File: src/core/epi_pkg.sv
// Package: register map, field layout, reset values and carrier structs of the pin detector
package epi_pkg;

  // ****************************************
  // Register map
  // ****************************************
  localparam int APB_AW = 8;
  localparam logic [APB_AW-1:0] PIN_REQUEST_STATUS_CONTROL_OFS = 8'h00;

  // Bit positions inside the status and control word
  localparam int BIT_EDGE_LEVEL_MODE = 0;
  localparam int BIT_HW_REQ_ENABLE = 1;
  localparam int BIT_REQ_ACK = 2;
  localparam int BIT_EVENT_PENDING = 3;
  localparam int BIT_PIN_FUNC_ENABLE = 4;
  localparam int BIT_POLARITY_SELECT = 5;
  localparam int BIT_PULL_DEV_DISABLE = 6;
  localparam int BIT_PIN_LEVEL = 7;

  // ****************************************
  // Carrier types
  // ****************************************
  typedef struct packed {
    logic pullDeviceDisable;
    logic polaritySelect;
    logic pinFunctionEnable;
    logic hardwareRequestEnable;
    logic edgeLevelMode;
  } epi_ctrl_type;

  typedef struct packed {
    logic psel;
    logic penable;
    logic pwrite;
    logic [APB_AW-1:0] paddr;
    logic [31:0] pwdata;
  } epi_apb_req_type;

  typedef struct packed {
    logic pready;
    logic pslverr;
    logic [31:0] prdata;
  } epi_apb_rsp_type;

  typedef struct packed {
    logic pullUpEn;
    logic pullDownEn;
    logic sharedFuncOff;
  } epi_pin_ctl_type;

  typedef struct packed {
    epi_ctrl_type ctrl;
    logic eventPendingFlag;
    logic activePrev;
    logic hwRequest;
    epi_pin_ctl_type pins;
    epi_apb_rsp_type rsp;
  } epi_state_type;

  typedef struct packed {
    logic stage1;
    logic stage2;
  } epi_sync_state_type;

  // ****************************************
  // Reset values
  // ****************************************
  localparam epi_ctrl_type CTRL_RST = '0;
  localparam epi_state_type STATE_RST = '0;
  localparam epi_sync_state_type SYNC_RST = '0;

endpackage

File: src/core/epi_sync.sv
// Two-stage synchroniser for the external request pin
`timescale 1ns/1ps

module epi_sync (
  // Clock and reset
  input wire logic mclk,
  input wire logic sys_rst,
  // Asynchronous pin and its synchronised copy
  input wire logic asyncIn,
  output logic syncOut
);

  epi_pkg::epi_sync_state_type st_r;
  epi_pkg::epi_sync_state_type st_nxt;

  // Next state; first stage feeds only the second stage
  always_comb begin
    st_nxt = st_r;
    st_nxt.stage1 = asyncIn;
    st_nxt.stage2 = st_r.stage1;
  end

  // State register
  always_ff @(posedge mclk) begin
    if (sys_rst) begin
      st_r <= epi_pkg::SYNC_RST;
    end else begin
      st_r <= st_nxt;
    end
  end

  assign syncOut = st_r.stage2;

endmodule // epi_sync

File: src/core/epi_top.sv
// External interrupt pin detector with APB status and control register
`timescale 1ns/1ps

module epi_top (
  // Clock and reset
  input wire logic mclk,
  input wire logic sys_rst,
  // APB slave
  input wire epi_pkg::epi_apb_req_type apbReq,
  output epi_pkg::epi_apb_rsp_type apbRsp,
  // External request pin
  input wire logic irqPinIn,
  // Pad control and processor request
  output epi_pkg::epi_pin_ctl_type pinCtl,
  output logic hwIrqReq
);

  // ****************************************
  // Declarations
  // ****************************************
  epi_pkg::epi_state_type st_r;
  epi_pkg::epi_state_type st_nxt;
  logic pinLevel;
  logic activeNow;
  logic edgeNow;
  logic eventNow;
  logic addrHit;
  logic accessDone;
  logic wrHit;
  logic ackWrite;

  // ****************************************
  // Pin synchroniser
  // ****************************************
  epi_sync u_sync (
    .mclk(mclk),
    .sys_rst(sys_rst),
    .asyncIn(irqPinIn),
    .syncOut(pinLevel)
  );

  // ****************************************
  // Event detection
  // ****************************************
  // Active level folds polarity in, so one edge detector serves both senses
  assign activeNow = st_r.ctrl.polaritySelect ? pinLevel : ~pinLevel;
  assign edgeNow = activeNow & ~st_r.activePrev;
  // Level term keeps firing while the pin stays active
  assign eventNow = st_r.ctrl.pinFunctionEnable
    & (edgeNow | (st_r.ctrl.edgeLevelMode & activeNow));

  // Bus decode; writes land only at the completing edge
  assign addrHit = (apbReq.paddr == epi_pkg::PIN_REQUEST_STATUS_CONTROL_OFS);
  assign accessDone = apbReq.psel & apbReq.penable & st_r.rsp.pready;
  assign wrHit = accessDone & apbReq.pwrite & addrHit;
  assign ackWrite = wrHit & apbReq.pwdata[epi_pkg::BIT_REQ_ACK];

  // ****************************************
  // Next-state logic
  // ****************************************
  // Event detection uses the settings held before a same-cycle write; request mask and pad control use the written ones
  always_comb begin
    logic [31:0] rdWord;
    rdWord = 32'h0000_0000;
    st_nxt = st_r;
    rdWord[epi_pkg::BIT_EDGE_LEVEL_MODE] = st_r.ctrl.edgeLevelMode;
    rdWord[epi_pkg::BIT_HW_REQ_ENABLE] = st_r.ctrl.hardwareRequestEnable;
    rdWord[epi_pkg::BIT_EVENT_PENDING] = st_r.eventPendingFlag;
    rdWord[epi_pkg::BIT_PIN_FUNC_ENABLE] = st_r.ctrl.pinFunctionEnable;
    rdWord[epi_pkg::BIT_POLARITY_SELECT] = st_r.ctrl.polaritySelect;
    rdWord[epi_pkg::BIT_PULL_DEV_DISABLE] = st_r.ctrl.pullDeviceDisable;
    rdWord[epi_pkg::BIT_PIN_LEVEL] = pinLevel;
    st_nxt.activePrev = activeNow;
    // One wait state: ready rises in the second access cycle
    st_nxt.rsp.pready = apbReq.psel & apbReq.penable & ~st_r.rsp.pready;
    st_nxt.rsp.pslverr = st_nxt.rsp.pready & ~addrHit;
    st_nxt.rsp.prdata = 32'h0000_0000;
    if (st_nxt.rsp.pready & ~apbReq.pwrite & addrHit) begin
      st_nxt.rsp.prdata = rdWord;
    end
    if (wrHit) begin
      st_nxt.ctrl.edgeLevelMode = apbReq.pwdata[epi_pkg::BIT_EDGE_LEVEL_MODE];
      st_nxt.ctrl.hardwareRequestEnable = apbReq.pwdata[epi_pkg::BIT_HW_REQ_ENABLE];
      st_nxt.ctrl.pinFunctionEnable = apbReq.pwdata[epi_pkg::BIT_PIN_FUNC_ENABLE];
      st_nxt.ctrl.polaritySelect = apbReq.pwdata[epi_pkg::BIT_POLARITY_SELECT];
      st_nxt.ctrl.pullDeviceDisable = apbReq.pwdata[epi_pkg::BIT_PULL_DEV_DISABLE];
    end
    // Set wins over acknowledge so no event is lost
    if (ackWrite) begin
      st_nxt.eventPendingFlag = 1'b0;
    end
    if (eventNow) begin
      st_nxt.eventPendingFlag = 1'b1;
    end
    // Enable masks only the request, the flag stays pollable
    st_nxt.hwRequest = st_nxt.eventPendingFlag & st_nxt.ctrl.hardwareRequestEnable;
    // Pad control: exclusive use and polarity-matched pull
    st_nxt.pins.sharedFuncOff = st_nxt.ctrl.pinFunctionEnable;
    st_nxt.pins.pullUpEn = st_nxt.ctrl.pinFunctionEnable
      & ~st_nxt.ctrl.pullDeviceDisable & ~st_nxt.ctrl.polaritySelect;
    st_nxt.pins.pullDownEn = st_nxt.ctrl.pinFunctionEnable
      & ~st_nxt.ctrl.pullDeviceDisable & st_nxt.ctrl.polaritySelect;
  end

  // ****************************************
  // State register
  // ****************************************
  always_ff @(posedge mclk) begin
    if (sys_rst) begin
      st_r <= epi_pkg::STATE_RST;
    end else begin
      st_r <= st_nxt;
    end
  end

  // Outputs straight from flip-flops
  assign apbRsp = st_r.rsp;
  assign pinCtl = st_r.pins;
  assign hwIrqReq = st_r.hwRequest;
endmodule // epi_top

File: config.mk
export PLATFORM = sky130hd
export DESIGN_NAME = epi_top
export DESIGN_NICKNAME = d
export VERILOG_FILES = /design/src/core/epi_pkg.sv /design/src/core/epi_sync.sv /design/src/core/epi_top.sv
export SDC_FILE = /design/constraint.sdc
export NUM_CORES = 1
export LEC_CHECK = 0
export BUFFER_PORTS_ARGS = -buffer_cell sky130_fd_sc_hd__buf_2
export CAP_MARGIN = 20
export CELL_PAD_IN_SITES_DETAIL_PLACEMENT = 1
export CELL_PAD_IN_SITES_GLOBAL_PLACEMENT = 1
export CORE_ASPECT_RATIO = 1.5
export CORE_MARGIN = 2
export CORE_UTILIZATION = 28
export CTS_BUF_LIST = sky130_fd_sc_hd__clkbuf_16
export DETAILED_ROUTE_END_ITERATION = 10
export GPL_TIMING_DRIVEN = 0
export PLACE_DENSITY = 0.87
export SYNTH_ARGS = -nofsm -noshare
export SYNTH_HDL_FRONTEND = slang
export SYNTH_SLANG_ARGS = --single-unit
File: constraint.sdc
create_clock -name mclk -period 2.3 [get_ports mclk]
set_input_delay 0.46 -clock mclk [delete_from_list [all_inputs] [get_ports mclk]]
set_output_delay 0.46 -clock mclk [all_outputs]
set_load 0.005 [all_outputs]
==> impl_metrics.json <==
{
  "status": "finished, final reports clean",
  "finished_core_util": 0.393,
  "gp_congestion": 0.698,
  "core.rowCount": 27,
  "io_pins": 84,
  "whs_endpoint": "u_sync.st_nxt[0]",
  "most_frequent_standard_cell_in_the_layout_excluding_fill_and_tap_cells": "sky130_fd_sc_hd__buf_4",
  "area_growth_syn_to_layout_pct": 36.5,
  "detailedPlace.worstSlack_ns": 0.328,
  "floorplan.die_area_sq_um": 4270,
  "final_antenna_net_count": 0,
  "clk_root_buffer_cell": "sky130_fd_sc_hd__clkbuf_16",
  "num_vias": 806,
  "holdPathStages": 2,
  "finClkSkew_ns": 0.00127,
  "maximum_buffer_depth_of_the_clock_tree": 2,
  "grt_pass1_wl_microns": 3100,
  "netlist-cell-type-count": 27,
  "finalNonFillerCells": 211,
  "grt_use_total": 0.102,
  "vdd.ir_drop.worst_mv": 0.349,
  "netlist_top_cells_area": "sky130_fd_sc_hd__dfxtp_1 (40%), sky130_fd_sc_hd__buf_4 (26%), sky130_fd_sc_hd__and2_1 (4.2%), sky130_fd_sc_hd__nor4_4 (4.1%), sky130_fd_sc_hd__mux2i_1 (3.8%)",
  "depth_of_the_worst_register_to_register_path": 5,
  "timing.hold.ws_ns": 0.411,
  "drt_pass_1_iters": 2,
  "timing.max_cap.violations": 0,
  "endpoint_kind": "flip-flop",
  "final_cell_mix": "sky130_fd_sc_hd__buf_4 (37), sky130_fd_sc_hd__buf_2 (32), sky130_fd_sc_hd__conb_1 (25), sky130_fd_sc_hd__dfxtp_1 (21), sky130_fd_sc_hd__and2_1 (7)",
  "final_net_count": 215,
  "synth_cells": 108,
  "vert_die_dim_microns": 79.0,
  "intPower_mw": 0.646,
  "routedWlPerCell_microns": 8.99,
  "antenna_found_initial": 0,
  "power_mw": 0.814,
  "timing.final.max_slew_violations": 0,
  "number_of_buffers_added_by_the_clock_tree_synthesis_step": 3,
  "htree_levels": 1,
  "layout.filler_cells": 451,
  "cts_setup_buffers": 0,
  "floorplan.die.width_microns": 54.0,
  "dp_cells": 207,
  "cts_tree": "done",
  "rr_endpoint": "hwIrqReq",
  "power.share.combinational": 0.098,
  "synth_area_leader_cell": "sky130_fd_sc_hd__dfxtp_1",
  "final_design_area_no_fill_sq_um": 1430,
  "postCtsHoldBufs": 0,
  "power.switching_mw": 0.167,
  "cell_area_synth_sq_um": 1050,
  "hp-start": "irqPinIn",
  "timing.final.crit_period_ns": 1.70,
  "resized_gates_after_cts": 0,
  "final_layout_size_suffix_gt1_frac": 0.452,
  "yosys.area.top_type_share": 0.400,
  "clk_pin_slew_worst_paths_ns": 0.05,
  "rsz0062_at_grt": "false",
  "fmax_mhz": 588,
  "worstPathMaxFanout": 10,
  "io_buffer_count": 32,
  "data_arrival_time_of_the_critical_path_ns": 1.86,
  "grt_pass1_vias": 756,
  "routed_via_density": 3.82,
  "grt_max_degree": 12,
  "post-route-period-util": 0.739,
  "pwr-share-clk": 0.448,
  "num_antenna_cells": 0,
  "min-delay-path-class": "input pin to flip-flop",
  "cp.required_ns": 2.46,
  "initial_core_util": 0.288,
  "remaining_design_rule_violation_count": 0,
  "dpl-instance-area_sq_um": 1350,
  "post_detailed_routing_wire_length_microns": 1900,
  "switching_share_of_power": 0.206,
  "tritoncts_num_sinks": 21,
  "p_leak_nw": 0.774,
  "report.final.setup_viol": 0,
  "tns_ns": 0,
  "timing.max_slew.rel_slack": 0.590,
  "critical_path.reg2reg.startpoint": "apbRsp[33]",
  "drt_iter0_markers": 1,
  "yosysWarnings": 0,
  "timing.reg2reg.setup_slack_ns": 0.74,
  "globalRoute.totalOverflow": 0,
  "criticalPathCategory": "input pin to flip-flop",
  "postSynthAreaPerCell_sq_um": 9.72,
  "design.core.area_sq_um": 3650,
  "synth_seq_area_share": 0.400,
  "worst_slew_pin_slew_ns": 0.610,
  "pwr_density_cell_nw_per_um2": 568,
  "clock_latency_ns": 0.26,
  "setup_ws_ns": 0.600,
  "worst_setup_path_start_kind": "input pin",
  "finalHoldViolations": 0,
  "power.sequential.fraction": 0.454,
  "ys_ff_latch": 21
}
[worst max path at each step]
stage	start	end	cells after the start
after floorplan	apbReq[33]	hwIrqReq	5
after global placement	apbReq[33]	hwIrqReq	6
after detailed placement	apbReq[33]	hwIrqReq	6
after CTS	apbReq[33]	hwIrqReq	6
after global routing	apbReq[33]	apbRsp[6]	5
final	apbReq[33]	hwIrqReq	6
[cell families after synthesis]
group	count (synthesis)	share of synthesized area
AOI/OAI and AO/OA	8	0.0453
other	1	0.00357
xor gates and xnor gates	1	0.00834
and+or+nand+nor	32	0.218
DFF	21	0.400
buffers and inverters	41	0.286
muxes	4	0.0381
[sequential cells by signal, indices dropped and copies added, names as in the netlist]
| register | count |
|---|---|
| apbRsp | 9 |
| st_r | 6 |
| pinCtl | 3 |
| hwIrqReq | 1 |
| u_sync.st_nxt | 1 |
| u_sync.syncOut | 1 |
[metal layers]
layer	vias up	track usage	share of wire
li1	415	-	-
met1	346	0.0955	0.33
met2	40	0.178	0.53
met3	5	0.0282	0.10
met4	0	0.0750	0.031
met5	-	0	0
[critical path, cell delays in order]
cell and delay [ns]:
sky130_fd_sc_hd__buf_2 0.11, sky130_fd_sc_hd__nor4_4 0.36, sky130_fd_sc_hd__nand3_2 0.15, sky130_fd_sc_hd__buf_6 0.17, sky130_fd_sc_hd__or4b_1 0.51, sky130_fd_sc_hd__o31ai_1 0.09
[area by class of cell]
type                            count  area (sq um)  share of cell area
Tap cell                           43          53.8              0.0376
Multi-Input combinational cell     70           419               0.293
Sequential cell                    21           420               0.293
Clock inverter                      1          3.75             0.00262
Inverter                            2          7.51             0.00524
Clock buffer                        3          75.1              0.0524
Buffer                             39           293               0.204
Timing Repair Buffer               32           160               0.112
[cell usage after synthesis]
master,number
sky130_fd_sc_hd__buf_4,37
sky130_fd_sc_hd__dfxtp_1,21
sky130_fd_sc_hd__and2_1,7
sky130_fd_sc_hd__a21oi_1,5
sky130_fd_sc_hd__nand2_1,5
sky130_fd_sc_hd__mux2i_1,4
sky130_fd_sc_hd__nor2_1,4
sky130_fd_sc_hd__nor2b_1,3
sky130_fd_sc_hd__inv_1,2
sky130_fd_sc_hd__nor4_4,2
sky130_fd_sc_hd__or4b_1,2
sky130_fd_sc_hd__a31oi_1,1
sky130_fd_sc_hd__a32oi_1,1
sky130_fd_sc_hd__and4_1,1
sky130_fd_sc_hd__buf_6,1
sky130_fd_sc_hd__clkbuf_1,1
sky130_fd_sc_hd__conb_1,1
sky130_fd_sc_hd__nand2b_1,1
sky130_fd_sc_hd__nand3_2,1
sky130_fd_sc_hd__nand4_1,1
sky130_fd_sc_hd__nand4b_1,1
sky130_fd_sc_hd__nand4bb_1,1
sky130_fd_sc_hd__nor3_1,1
sky130_fd_sc_hd__nor3b_1,1
sky130_fd_sc_hd__o31ai_1,1
sky130_fd_sc_hd__or3_1,1
sky130_fd_sc_hd__xnor2_1,1
[power by group through the flow]
stage / combinational [mW] / sequential [mW] / clock [mW]
after floorplan: 0.0527 / 0.377 / 0
after CTS: 0.0790 / 0.370 / 0.374
after global placement: 0.0778 / 0.377 / 0
after detailed placement: 0.0790 / 0.378 / 0
after global routing: 0.0908 / 0.370 / 0.390
final: 0.0797 / 0.370 / 0.364
Note: power is estimated with default switching activity, not from simulation.
